[src/pkg/gpio_port_consts.vh]
// Constants for the general digital I/O port block.
// Assumes a 12-bit APB byte address with word-aligned registers.
`ifndef GPIO_PORT_CONSTS_VH
`define GPIO_PORT_CONSTS_VH

// Bus address layout
`define ADDR_W 12
`define PORT_REGION 4'h0
`define PORT_IDX_MSB 7
`define PORT_IDX_LSB 5
`define REG_SEL_MSB 4
`define REG_SEL_LSB 2

// Register selectors within one port window (byte offset = sel * 4)
`define REG_VALUE 3'h0
`define REG_DIR 3'h1
`define REG_SAMPLE 3'h2
`define REG_VALUE_SET 3'h3
`define REG_VALUE_CLR 3'h4
`define REG_DIR_SET 3'h5
`define REG_DIR_CLR 3'h6

// Global special function register
`define SPECIAL_ADDR 12'h100
`define PUD_BIT 0

// Reset values
`define VALUE_RESET_BIT 1'b0
`define DIR_RESET_BIT 1'b0
`define PUD_RESET 1'b0

`endif

[src/general_digital_io_port.v]
// General digital I/O ports with an APB register slave.
// Assumes pin_i comes straight from the pads; pads resolve pin_o, pin_oe
// and pullup_en into the wire level.
// Function
// [RULE1] Each port has value and direction registers read/write, plus read-only input sample.
// [RULE2] Global pull-up disable set turns off every pull-up in every port.
// [RULE3] Direction one makes the pin an output, zero an input.
// [RULE4] Pull-up on only for input, value one and global disable zero.
// [RULE5] Reset asserted tri-states every pin at once, without any clock.
// [RULE6] Output pin drives high for value one, low for value zero.
// [RULE7] Software goes from hi-Z to output high via pull-up or output low.
// [RULE8] Software goes between pull-up input and output low via hi-Z or high.
// [RULE9] Input sample shows the pin level whatever the direction.
// [RULE10] Pin passes a clock-high transparent stage, then a rising-edge sample; the code uses a falling-edge register, not a latch.
// [RULE11] Pin change reaches the sample bit after half to one and a half periods.
// [RULE12] A written value reaches the sample one period after the write edge.
// [RULE13] Bit set and clear change only addressed bits of value or direction.
// [RULE14] Pins of a port behave independently of the other pins.
// [RULE15] Strobes are shared per port; clock, sleep and pull-up disable by all.
// [RULE16] In deep sleep each digital input is clamped low unless overridden.
// [RULE17] Direction and value reset to zero: hi-Z inputs without pull-up.
`timescale 1ns/100ps
`default_nettype none
`include "gpio_port_consts.vh"

module general_digital_io_port #(
   parameter NUM_PORTS = 2,
   parameter PORT_WIDTH = 8
) (
   // Clock and reset
   input wire pclk,
   input wire presetn,
   // APB slave
   input wire [`ADDR_W-1:0] paddr,
   input wire psel,
   input wire penable,
   input wire pwrite,
   input wire [31:0] pwdata,
   output wire [31:0] prdata,
   output wire pready,
   output wire pslverr,
   // Pads
   input wire [NUM_PORTS*PORT_WIDTH-1:0] pin_i,
   output wire [NUM_PORTS*PORT_WIDTH-1:0] pin_o,
   output wire [NUM_PORTS*PORT_WIDTH-1:0] pin_oe,
   output wire [NUM_PORTS*PORT_WIDTH-1:0] pullup_en,
   // Sleep controller
   input wire sleep_clamp,
   input wire [NUM_PORTS*PORT_WIDTH-1:0] input_enable_override
);

   localparam NPINS = NUM_PORTS * PORT_WIDTH;
   localparam [3:0] NUM_PORTS_W = NUM_PORTS;

   // Bus phase decode
   wire setup_phase = psel & ~penable;
   wire write_access = psel & penable & pwrite;
   wire read_setup = setup_phase & ~pwrite;
   wire [2:0] port_idx = paddr[`PORT_IDX_MSB:`PORT_IDX_LSB];
   wire [2:0] reg_sel = paddr[`REG_SEL_MSB:`REG_SEL_LSB];
   wire in_port_region = (paddr[`ADDR_W-1:8] == `PORT_REGION);
   wire port_hit = in_port_region && ({1'b0, port_idx} < NUM_PORTS_W) &&
      (reg_sel <= `REG_DIR_CLR) && (paddr[1:0] == 2'h0);
   wire special_hit = (paddr == `SPECIAL_ADDR);

   // Per-port strobes, common to all pins of a port
   wire [NUM_PORTS-1:0] value_reg_write_strobe;
   wire [NUM_PORTS-1:0] value_set_strobe;
   wire [NUM_PORTS-1:0] value_clear_strobe;
   wire [NUM_PORTS-1:0] direction_reg_write_strobe;
   wire [NUM_PORTS-1:0] direction_set_strobe;
   wire [NUM_PORTS-1:0] direction_clear_strobe;
   wire [NUM_PORTS-1:0] value_reg_read_strobe;
   wire [NUM_PORTS-1:0] direction_reg_read_strobe;
   wire [NUM_PORTS-1:0] pin_sample_read_strobe;

   // Flat per-pin state
   wire [NPINS-1:0] pin_output_value_bit;
   wire [NPINS-1:0] pin_direction_bit;
   wire [NPINS-1:0] port_read_words;
   reg [NPINS-1:0] sync_stage_q;
   reg [NPINS-1:0] pin_input_sample_bit;
   reg global_pullup_disable;

   genvar p;
   generate
      for (p = 0; p < NUM_PORTS; p = p + 1) begin : g_port
         reg [PORT_WIDTH-1:0] value_q;
         reg [PORT_WIDTH-1:0] dir_q;
         wire [PORT_WIDTH-1:0] wbits = pwdata[PORT_WIDTH-1:0];
         wire sel_w = write_access & port_hit & (port_idx == p);
         wire sel_r = read_setup & port_hit & (port_idx == p);

         assign value_reg_write_strobe[p] = sel_w & (reg_sel == `REG_VALUE); // RULE15
         assign value_set_strobe[p] = sel_w & (reg_sel == `REG_VALUE_SET);
         assign value_clear_strobe[p] = sel_w & (reg_sel == `REG_VALUE_CLR);
         assign direction_reg_write_strobe[p] = sel_w & (reg_sel == `REG_DIR); // RULE15
         assign direction_set_strobe[p] = sel_w & (reg_sel == `REG_DIR_SET);
         assign direction_clear_strobe[p] = sel_w & (reg_sel == `REG_DIR_CLR);
         assign value_reg_read_strobe[p] = sel_r & (reg_sel == `REG_VALUE);
         assign direction_reg_read_strobe[p] = sel_r & (reg_sel == `REG_DIR);
         assign pin_sample_read_strobe[p] = sel_r & (reg_sel == `REG_SAMPLE);

         // Value register: whole write, or per-bit set/clear
         always @(posedge pclk or negedge presetn) begin
            if (!presetn) begin
               value_q <= {PORT_WIDTH{`VALUE_RESET_BIT}}; // RULE17
            end else if (value_reg_write_strobe[p]) begin
               value_q <= wbits; // RULE1
            end else if (value_set_strobe[p]) begin
               value_q <= value_q | wbits; // RULE13
            end else if (value_clear_strobe[p]) begin
               value_q <= value_q & ~wbits; // RULE13
            end
         end

         // Direction register: whole write, or per-bit set/clear
         always @(posedge pclk or negedge presetn) begin
            if (!presetn) begin
               dir_q <= {PORT_WIDTH{`DIR_RESET_BIT}}; // RULE17
            end else if (direction_reg_write_strobe[p]) begin
               dir_q <= wbits; // RULE1
            end else if (direction_set_strobe[p]) begin
               dir_q <= dir_q | wbits; // RULE13
            end else if (direction_clear_strobe[p]) begin
               dir_q <= dir_q & ~wbits; // RULE13
            end
         end

         // Bitwise per-pin state, no cross-pin coupling
         assign pin_output_value_bit[p*PORT_WIDTH +: PORT_WIDTH] = value_q; // RULE14
         assign pin_direction_bit[p*PORT_WIDTH +: PORT_WIDTH] = dir_q; // RULE14

         // Read word of this port, gated by its shared read strobes
         assign port_read_words[p*PORT_WIDTH +: PORT_WIDTH] =
            ({PORT_WIDTH{value_reg_read_strobe[p]}} & value_q) |
            ({PORT_WIDTH{direction_reg_read_strobe[p]}} & dir_q) |
            ({PORT_WIDTH{pin_sample_read_strobe[p]}} &
             pin_input_sample_bit[p*PORT_WIDTH +: PORT_WIDTH]); // RULE1
      end
   endgenerate

   // Global pull-up disable register
   always @(posedge pclk or negedge presetn) begin
      if (!presetn) begin
         global_pullup_disable <= `PUD_RESET;
      end else if (write_access && special_hit) begin
         global_pullup_disable <= pwdata[`PUD_BIT]; // RULE15
      end
   end

   // Pad drive; reset gates enables without a clock
   assign pin_oe = presetn ? pin_direction_bit : {NPINS{1'b0}}; // RULE3 RULE5
   assign pin_o = pin_output_value_bit; // RULE6
   assign pullup_en = (presetn && !global_pullup_disable) ?
      (~pin_direction_bit & pin_output_value_bit) : {NPINS{1'b0}}; // RULE2 RULE4

   // Sleep clamp ahead of the synchroniser
   wire [NPINS-1:0] clamp_vec = {NPINS{sleep_clamp}} & ~input_enable_override;
   wire [NPINS-1:0] pin_gated = pin_i & ~clamp_vec; // RULE16

   // Stage holding the pin while the clock is low, as a high-phase latch would
   always @(negedge pclk or negedge presetn) begin
      if (!presetn) begin
         sync_stage_q <= {NPINS{1'b0}};
      end else begin
         sync_stage_q <= pin_gated; // RULE10
      end
   end

   // Rising-edge sample; pad level read whatever the direction
   always @(posedge pclk or negedge presetn) begin
      if (!presetn) begin
         pin_input_sample_bit <= {NPINS{1'b0}};
      end else begin
         pin_input_sample_bit <= sync_stage_q; // RULE9 RULE10 RULE11 RULE12
      end
   end

   // Read data and error captured in the setup cycle
   reg [PORT_WIDTH-1:0] read_mux;
   reg [31:0] prdata_q;
   reg [31:0] prdata_d;
   reg pslverr_q;
   integer k;

   always @* begin
      read_mux = {PORT_WIDTH{1'b0}};
      for (k = 0; k < NUM_PORTS; k = k + 1) begin
         read_mux = read_mux | port_read_words[k*PORT_WIDTH +: PORT_WIDTH];
      end
      prdata_d = 32'h00000000;
      if (special_hit) begin
         prdata_d[`PUD_BIT] = global_pullup_disable;
      end else if (port_hit) begin
         prdata_d[PORT_WIDTH-1:0] = read_mux;
      end
   end

   always @(posedge pclk or negedge presetn) begin
      if (!presetn) begin
         prdata_q <= 32'h00000000;
         pslverr_q <= 1'b0;
      end else if (setup_phase) begin
         prdata_q <= pwrite ? 32'h00000000 : prdata_d;
         pslverr_q <= ~(port_hit | special_hit);
      end
   end

   assign prdata = prdata_q;
   assign pslverr = pslverr_q;
   assign pready = 1'b1;

endmodule // general_digital_io_port

`default_nettype wire

[config.mk]
export PLATFORM = sky130hd
export DESIGN_NAME = general_digital_io_port
export DESIGN_NICKNAME = d
export VERILOG_FILES = /design/src/general_digital_io_port.v
export VERILOG_INCLUDE_DIRS = /design/src /design/src/pkg
export SDC_FILE = /design/constraint.sdc
export NUM_CORES = 1
export LEC_CHECK = 0
export BUFFER_PORTS_ARGS = -buffer_cell sky130_fd_sc_hd__buf_2
export CAP_MARGIN = 20
export CORE_MARGIN = 2
export CORE_UTILIZATION = 25
export CTS_CLUSTER_DIAMETER = 200
export CTS_CLUSTER_SIZE = 40
export DETAILED_ROUTE_END_ITERATION = 7
export HOLD_SLACK_MARGIN = 0.05
export SYNTH_ARGS = -nofsm -noshare
export SYNTH_HDL_FRONTEND = slang
export SYNTH_SLANG_ARGS = --single-unit
export TNS_END_PERCENT = 100
[constraint.sdc]
create_clock -name pclk -period 2.15 [get_ports pclk]
set_input_delay 0.43 -clock pclk [delete_from_list [all_inputs] [get_ports pclk]]
set_output_delay 0.43 -clock pclk [all_outputs]
set_load 0.03 [all_outputs]
# Yosys cells after proc, flatten, opt, wreduce, memory -nomap -nowiden
# Cells that the tools add are included.
dict set report classes {
  magnitude_cmp 2
  eq_ne 8
  mux 18
  n_bitwise 58
  n_reduce_logical 14
}
# op n
set ops {}
lappend ops {{$mux 8} 14}
lappend ops {{$and 8x8->8} 10}
lappend ops {{$or 8x8->8} 9}
lappend ops {{$and 16x16->16} 3}
lappend ops {{$not 16->16} 3}
lappend ops {{$mux 16} 2}
lappend ops {{$and 1x1->1} 28}
lappend ops {{$eq 12x9->1 const B} 1}
lappend ops {{$reduce_bool 3->1} 4}
lappend ops {{$eq 3x3->1 const B} 3}
lappend ops {{$not 8->8} 1}
lappend ops {{$mux 7} 1}
lappend ops {{$eq 3x1->1 const B} 2}
lappend ops {{$eq 3x2->1 const B} 2}
lappend ops {{$logic_not 3->1} 2}
lappend ops {{$logic_and 1x1->1} 5}
lappend ops {{$logic_not 4->1} 1}
lappend ops {{$le 3x3->1 const B} 1}
lappend ops {{$lt 3x2->1 const B} 1}
lappend ops {{$not 1->1} 3}
lappend ops {{$logic_not 2->1} 1}
lappend ops {{$logic_not 1->1} 1}
lappend ops {{$mux 1} 1}
lappend ops {{$or 1x1->1} 1}
dict set report word_totals {
  reg_bits 98
  inputBits 82
  out_inout_bits 82
  wordCells 109
}

# Depth between registers and ports, before layout
# Gate-level depths: netlist of run 1.
dict set report depth {
  word_depth 14
  ltp_mapped 6
  ltp_nobuf 5
}

==> results of run 1 <==
[routing by layer]
layer / track usage, % / share of wire (%)
met3: 2.55 / 6.5
met1: 16.8 / 43
met4: 5.56 / 2.8
met5: 0 / 0
met2: 21.0 / 47
[final timing paths]
| check | end | slack (ps) | cells past startpoint |
|---|---|---|---|
| max | pullup_en[8] | 60 | 4 |
| min | async pin | 120 | 2 |
| max reg2reg | pin_input_sample_bit[9] | 620 | 0 |
| min reg2reg | pslverr | 510 | 2 |
| max in group asynchronous | sync_stage_q[12] | 800 | 2 |
| min in group pclk | flip-flop | 380 | 3 |
[layout make-up]
class / instances / area (um^2) / area share (%)
clock buffer: 9 / 225 / 4.65
clock inverter: 7 / 93.8 / 1.94
inverter: 25 / 93.8 / 1.94
multi-input combinational: 259 / 1620 / 33.5
sequential: 74 / 1850 / 38.2
tap: 184 / 230 / 4.75
timing repair buffer: 132 / 726 / 15.0
[cells in the final DEF, fill, tap and decap left out, types with 16 or more instances in the layout]
cell type,count
inv_1,25
buf_4,20
nor2_1,19
and2_1,18
dfrtp_1,58
o21ai_0,37
a21boi_0,16
conb_1,25
buf_2,111
dfrtn_1,16
nand2_1,18
[through the flow]
step	setup slack, ps	total power [mW]	cells	cell area (um^2)	hold WS [ps]
floorplan	103	1.66	395	3800	134
global placement	63.0	1.77	674	4510	487
detailed placement	8.86	1.78	674	4510	483
CTS	2.84	3.38	690	4840	129
global route	22.7	3.46	690	4840	150
finish	62.8	3.34	690	4840	122
[where the power goes]
part	leakage (nW)	internal, mW	switching, mW
clock network	0.151	1.01	0.577
logic	1.30	0.0923	0.206
registers	0.977	1.44	0.0115
[cells by family (layout without fill, tap and decap cells)]
family,Yosys count,count (layout)
buf+inv,62,173
simple gates,115,115
mux,14,14
other cells,2,25
flops,74,74
compound gates,105,105
[repair_timing]
| item | 4_1_cts | 5_1_grt |
|---|---|---|
| setup endpoints to repair | 2 | 5 |
| gates cloned | 0 | 0 |
| resized for setup | 3 | 1 |
==> flow_metrics.tcl, run 1 <==
set metrics [dict create \
    status "finished clean" \
    critical_path.slowest_cell "dfrtp_1" \
    worst_pin_slew_ps 538 \
    synth_top_family_by_area "simple AND/OR/NAND/NOR gates" \
    r2r-start "sync_stage_q[9]" \
    syn_to_final_growth_pct 30.4 \
    fin_util_pct 33.3 \
    fin_tns_setup_ps 0 \
    cap_viol_max_count 0 \
    crit_chain "nand2b_2 > buf_4 > nor3b_1 > buf_4" \
    portBuffers 114 \
    cellLeakagePower_nw 2.42 \
    fin_crit_ps 2090 \
    overflow 0 \
    cts_root_buf "clkbuf_16" \
    period_share_pct 97.1 \
    critPathLaunch "global_pullup_disable" \
    drtIter0Drc 185 \
    hold_viol_final 0 \
    cp_common_cell "buf_4" \
    antenna_left 0 \
    die-area_um2 15800 \
    synth_top_cell_by_area "dfrtp_1" \
    wl_per_cell_um 14.9 \
    synth_commonest_cells "dfrtp_1 (58), o21ai_0 (37), buf_4 (25), inv_1 (25), nor2_1 (19)" \
    hold_path.class "in -> async" \
    synth_fa_ha_area_share_pct 0 \
    slowest_delay_ps 400 \
    h-tree-depth 3 \
    rsz0062_at_grt "no" \
    synth_area_um2 3710 \
    synth.avg_cell_area_um2 9.98 \
    relSlewSlack_pct 63.9 \
    grt_pass1_vias 3019 \
    cts_buffers 9 \
    gp_congestion 0.849 \
    drcViolationCount 0 \
    cts_buffer_depth 2 \
    antenna_found_initial 0 \
    post_drt_via_cell_ratio 4.54 \
    cts_tree "yes" \
    synth_ff_type "dfrtp_1" \
    synth_edf_count 0 \
    synthCells 372 \
    die_y_um 126 \
    start_util_pct 25.6 \
    rows 44 \
    track_usage_pct 12.9 \
    crit_type "reg -> out" \
    required_ps 1720 \
    synth_most_common_cell "dfrtp_1" \
    async_reset_ff_share_pct 100 \
    diodes 0 \
    nets 583 \
    setup_viol 0 \
    drtPass1Iterations 4 \
    critPathMaxFanout 8 \
    finClkSkew_ps 9.67 \
    grt_max_degree 58 \
    synth-compound-area-share_pct 18.5 \
    synthXorXnorAreaFrac_pct 0 \
    clk_pin_slew_ps 60 \
    fmax_ghz 0.479 \
    drive_gt1_share_pct 32.4 \
    grt_pass1_wl_um 16200 \
    crit_arrival_ps 1660 \
    synthTopCellsByArea "dfrtp_1 (39%), dfrtn_1 (11%), buf_4 (5.1%)" \
    ys_seq_area_share_pct 49.9 \
    cts_setup_buffers 0 \
    ys_ff_latch 74 \
    slew_viol_final 0 \
    ios 164 \
    synthMuxAreaShare_pct 3.94 \
    clock_latency_ps 330 \
    cp_top_family "simple AND/OR/NAND/NOR gates" \
    p_per_area_nw_per_um2 689 \
    final.fill_count 1514 \
    peakVddDrop_mv 0.384 \
    synthSimpleGateAreaFrac_pct 18.5 \
    clock-sinks 74 \
    synth.distinct_cells 45 \
    synth_top_area_share_pct 39.1 \
    crit_buf_inv 2 \
    cts-hold-fix-buffers 0 \
    coreArea_um2 14500 \
    place_hpwl_um 8220 \
    start_kind "flip-flop" \
    yosysWarnings 0 \
    fp.dieW_um 126 \
    vias 3131 \
    wirelength_um 10300 \
    cp-end-kind "output port" \
]
No activity file was read; power rests on OpenSTA's default activity.
==> inputs of run 2 (changes only) <==
--- a/config.mk
+++ b/config.mk
@@ -9,12 +9,13 @@
 export BUFFER_PORTS_ARGS = -buffer_cell sky130_fd_sc_hd__buf_2
 export CAP_MARGIN = 20
 export CORE_MARGIN = 2
-export CORE_UTILIZATION = 25
+export CORE_UTILIZATION = 51
 export CTS_CLUSTER_DIAMETER = 200
 export CTS_CLUSTER_SIZE = 40
 export DETAILED_ROUTE_END_ITERATION = 7
 export HOLD_SLACK_MARGIN = 0.05
+export PLACE_DENSITY = 0.85
 export SYNTH_ARGS = -nofsm -noshare
 export SYNTH_HDL_FRONTEND = slang
 export SYNTH_SLANG_ARGS = --single-unit
-export TNS_END_PERCENT = 100
+export TNS_END_PERCENT = 10
==> run 2 against run 1 <==
Clock skew hardly changed. Sequential cell count stayed put. Sequential share of layout area is 2.2 points higher. Global-route usage is 10 points higher. Via count is 3.2% higher. Sequential power hardly changed. Clock power is 31% lower. Cell count is 13% lower.
==> flow_metrics.tcl, run 2 (synthesis gave the netlist of run 1 again) <==
set metrics [dict create \
    antenna_found_initial 0 \
    worst_pin_slew_ps 538 \
    required_ps 1720 \
    wl_per_cell_um 15.2 \
    gp_congestion 0.887 \
    clkPwrFrac_pct 38.6 \
    slew_viol_final 0 \
    die-area_um2 7980 \
    overflow 0 \
    combPwrFrac_pct 10.2 \
    drtIter0Drc 195 \
    cap_viol_max_count 0 \
    grt_pass1_vias 2894 \
    switching_share_pct 24.7 \
    setup_viol 0 \
    cts_tree "yes" \
    h-tree-depth 3 \
    critPathMaxFanout 13 \
    grt_pass1_wl_um 14000 \
    final_cell_mix "buf_2 (113), dfrtp_1 (58), o21ai_0 (37)" \
    dpl_cell_area_um2 4370 \
    die_y_um 89.3 \
    vias 3230 \
    grt_max_degree 59 \
    cellLeakagePower_nw 2.36 \
    hold_path.class "in -> async" \
    slowest_delay_ps 410 \
    critical_path.slowest_cell "dfrtp_1" \
    clock_latency_ps 330 \
    cts_root_buf "clkbuf_8" \
    cts_resized 0 \
    place_hpwl_um 7000 \
    start_kind "flip-flop" \
    rsz0062_at_grt "no" \
    cts-hold-fix-buffers 0 \
    syn_to_final_growth_pct 23.3 \
    portBuffers 114 \
    clock-sinks 74 \
    power.switching_mw 0.698 \
    fmax_ghz 0.469 \
    crit_arrival_ps 1700 \
    final_common_cell "buf_2" \
    nets 579 \
    coreArea_um2 7140 \
    diodes 0 \
    cts_buffer_depth 2 \
    p_int_mw 2.13 \
    crit_type "reg -> out" \
    track_usage_pct 23.2 \
    post_drt_via_cell_ratio 5.37 \
    clk_pin_slew_ps 80 \
    cp-end-kind "output port" \
    fin_area_um2 4580 \
    start_util_pct 52.0 \
    finClkSkew_ps 9.37 \
    rows 31 \
    drtPass1Iterations 5 \
    drive_gt1_share_pct 31.1 \
    antenna_left 0 \
    grtUsageMet2_pct 38.6 \
    period_share_pct 99.2 \
    crit_chain "nand2b_1 > buf_4 > nor3b_1 > buf_2" \
    ios 164 \
    fin_crit_ps 2130 \
    peakVddDrop_mv 0.499 \
    status "finished clean" \
    fp.dieW_um 89.3 \
    hold_viol_final 0 \
    p_seq_share_pct 51.2 \
    use_met3_pct 3.69 \
    p_per_area_nw_per_um2 618 \
    relSlewSlack_pct 64.1 \
    cts_buffers 9 \
    drcViolationCount 0 \
    fin_tns_setup_ps 0 \
    top_usage_layer "met2" \
    cts_setup_buffers 0 \
    use_met1_pct 30.5 \
    wirelength_um 9110 \
]
-- run 2: per-stage QoR --
step / hold WS, ps / std cells / total power, mW / worst slack, ps / utilization [%]
after floorplan: 134 / 395 / 1.66 / 103 / -
after global placement: 464 / 585 / 1.76 / 73.0 / 61.3
after detailed placement: 466 / 585 / 1.76 / 42.8 / 61.3
after CTS: 102 / 601 / 2.84 / 61.4 / 64.2
after global routing: 115 / 601 / 2.94 / 17.2 / 64.2
final: 97.6 / 601 / 2.83 / 17.1 / 64.2
-- run 2: power by group through the flow --
stage / clock [mW] / combinational (mW) / sequential (mW)
2_1_floorplan: 0 / 0.183 / 1.48
3_3_place_gp: 0 / 0.283 / 1.47
3_5_place_dp: 0 / 0.289 / 1.47
4_1_cts: 1.10 / 0.289 / 1.45
5_1_grt: 1.17 / 0.321 / 1.45
6_report: 1.09 / 0.289 / 1.45
-- run 2: layer usage --
| metal | wire, um | vias up |
|---|---|---|
| li1 | - | 1527 |
| met1 | 3790 | 1525 |
| met2 | 4520 | 169 |
| met3 | 710 | 9 |
| met4 | 98 | 0 |
| met5 | 0 | - |
-- run 2: critical path, delay by kind of cell, from the launching register on --
| kind | cells | cell delay (ps) |
|---|---|---|
| simple gates | 2 | 480 |
| buf+inv | 2 | 470 |
| flops | 1 | 410 |
-- run 2: layout make-up --
type / count / area, um^2
Clock buffer: 12 / 156
Clock inverter: 4 / 48.8
Fill cell: 641 / 2560
Inverter: 25 / 93.8
Multi-Input combinational cell: 259 / 1610
Sequential cell: 74 / 1850
Tap cell: 99 / 124
Timing Repair Buffer: 128 / 691
-- run 2: path summary, 6_finish.rpt --
kind	startpoint	to	slack (ps)	depth (start not counted)
worst max register to register	sync_stage_q[11]	pin_input_sample_bit[11]	630	0
min in group pclk	pwdata[0]	flip-flop	380	3
worst min register to register	pslverr	pslverr	480	2
worst max-delay path	global_pullup_disable	pullup_en[13]	20	4
max in group asynchronous	presetn	sync_stage_q[11]	700	2
worst min-delay path	presetn	async pin	100	2
==> inputs of run 3 (changes only) <==
--- a/config.mk
+++ b/config.mk
@@ -13,7 +13,7 @@
 export CTS_CLUSTER_DIAMETER = 200
 export CTS_CLUSTER_SIZE = 40
 export DETAILED_ROUTE_END_ITERATION = 7
-export HOLD_SLACK_MARGIN = 0.05
+export MAX_ROUTING_LAYER = met4
 export PLACE_DENSITY = 0.85
 export SYNTH_ARGS = -nofsm -noshare
 export SYNTH_HDL_FRONTEND = slang
==> run 3 against run 2 <==
Sequential cell count stayed put. Core utilization is 0.33 points lower. Via count is 2.0% higher. Clock-buffer cell count is 1 higher. Clock power is 12% lower. Critical path depth stayed put. Total power is 4.8% lower. Cell count is 0.17% higher. Register-to-register slack hardly changed. Critical path type unchanged. Critical endpoint unchanged. Largest cell class unchanged. Highest routed layer unchanged.
==> flow_metrics.tcl, run 3 (synthesis gave the netlist of run 1 again) <==
set metrics [dict create \
    final_cell_mix "buf_2 (113), dfrtp_1 (58), o21ai_0 (37)" \
    placedCellCount 586 \
    setup_ws_ps 50.0 \
    cts-hold-fix-buffers 0 \
    crit_arrival_ps 1670 \
    grt_max_degree 55 \
    cts_setup_buffers 0 \
    hold_path.class "in -> async" \
    clock_latency_ps 340 \
    portBuffers 114 \
    antenna_left 0 \
    cts_buffers 9 \
    peakVddDrop_mv 0.511 \
    power.total_mw 2.69 \
    drtPass1Iterations 6 \
    drcViolationCount 0 \
    overflow 0 \
    relSlewSlack_pct 61.7 \
    rsz0062_at_grt "no" \
    clock-sinks 74 \
    setup_viol 0 \
    wirelength_um 9190 \
    wl_per_cell_um 15.3 \
    cp-end-kind "output port" \
    cts_tree "yes" \
    cts_root_buf "clkbuf_8" \
    hold_viol_final 0 \
    crit_type "reg -> out" \
    required_ps 1720 \
    clk_pin_slew_ps 80 \
    cts_resized 0 \
    status "finished clean" \
    layout.cells.non_filler 602 \
    syn_to_final_growth_pct 22.7 \
    finClkSkew_ps 19.4 \
    place_hpwl_um 7000 \
    die-area_um2 7980 \
    drive_gt1_share_pct 31.2 \
    slew_viol_final 0 \
    vias 3296 \
    final_common_cell "buf_2" \
    fp.dieW_um 89.3 \
    track_usage_pct 24.3 \
    holdWs_ps 80.5 \
    post_drt_via_cell_ratio 5.48 \
    cap_viol_max_count 0 \
    coreArea_um2 7140 \
    fmax_ghz 0.476 \
    rows 31 \
    place_ws_ps -37.4 \
    nets 580 \
    grt_pass1_vias 2897 \
    die_y_um 89.3 \
    period_share_pct 97.7 \
    p_per_area_nw_per_um2 591 \
    cellLeakagePower_nw 2.35 \
    diodes 0 \
    worst_pin_slew_ps 567 \
    critPathMaxFanout 13 \
    fin_util_pct 63.8 \
    grt_pass1_wl_um 14100 \
    antenna_found_initial 0 \
    drtIter0Drc 287 \
    gp_congestion 0.919 \
    start_util_pct 52.0 \
    h-tree-depth 3 \
    cts_buffer_depth 2 \
    start_kind "flip-flop" \
    fin_crit_ps 2100 \
    ios 164 \
]
## run 3: power breakdown
group | internal, mW | switching (mW) | leakage (nW)
Combinational | 0.0892 | 0.201 | 1.28
Clock | 0.477 | 0.478 | 0.0932
Sequential | 1.44 | 0.0114 | 0.977
## run 3: final timing paths
path / from / to / slack (ps) / depth (start not counted)
min in group pclk: pwdata[0] / flip-flop / 380 / 3
hold / removal: presetn / async pin / 80 / 2
setup reg to reg: sync_stage_q[9] / pin_input_sample_bit[9] / 630 / 0
max in group asynchronous: presetn / sync_stage_q[3] / 650 / 2
setup / recovery: global_pullup_disable / pullup_en[13] / 50 / 4
hold reg to reg: pslverr / pslverr / 490 / 2
## run 3: stage by stage
step	instance area [um^2]	TNS, ps
after floorplan	3800	0
after global routing	4560	0
final	4560	0
after global placement	4380	0
after detailed placement	4380	-125
after CTS	4560	0
## run 3: per-layer routing
| metal | vias to the layer above | track usage (%) | wire, um |
|---|---|---|---|
| li1 | 1527 | - | - |
| met1 | 1576 | 31.5 | 3840 |
| met2 | 176 | 38.4 | 4470 |
| met3 | 17 | 3.69 | 685 |
| met4 | 0 | 10.3 | 188 |
| met5 | - | - | 0 |
## run 3: final cells by class
class | instances | area, um^2
Clock buffer | 13 | 159
Tap cell | 99 | 124
Sequential cell | 74 | 1850
Timing Repair Buffer | 129 | 698
Inverter | 25 | 93.8
Clock inverter | 3 | 15.0
Fill cell | 627 | 2580
Multi-Input combinational cell | 259 | 1610
## run 3: critical path, stage by stage (launching register included)
cell and delay (ps):
dfrtp_1 410, nand2b_1 210, buf_4 210, nor3b_1 240
buf_2 250
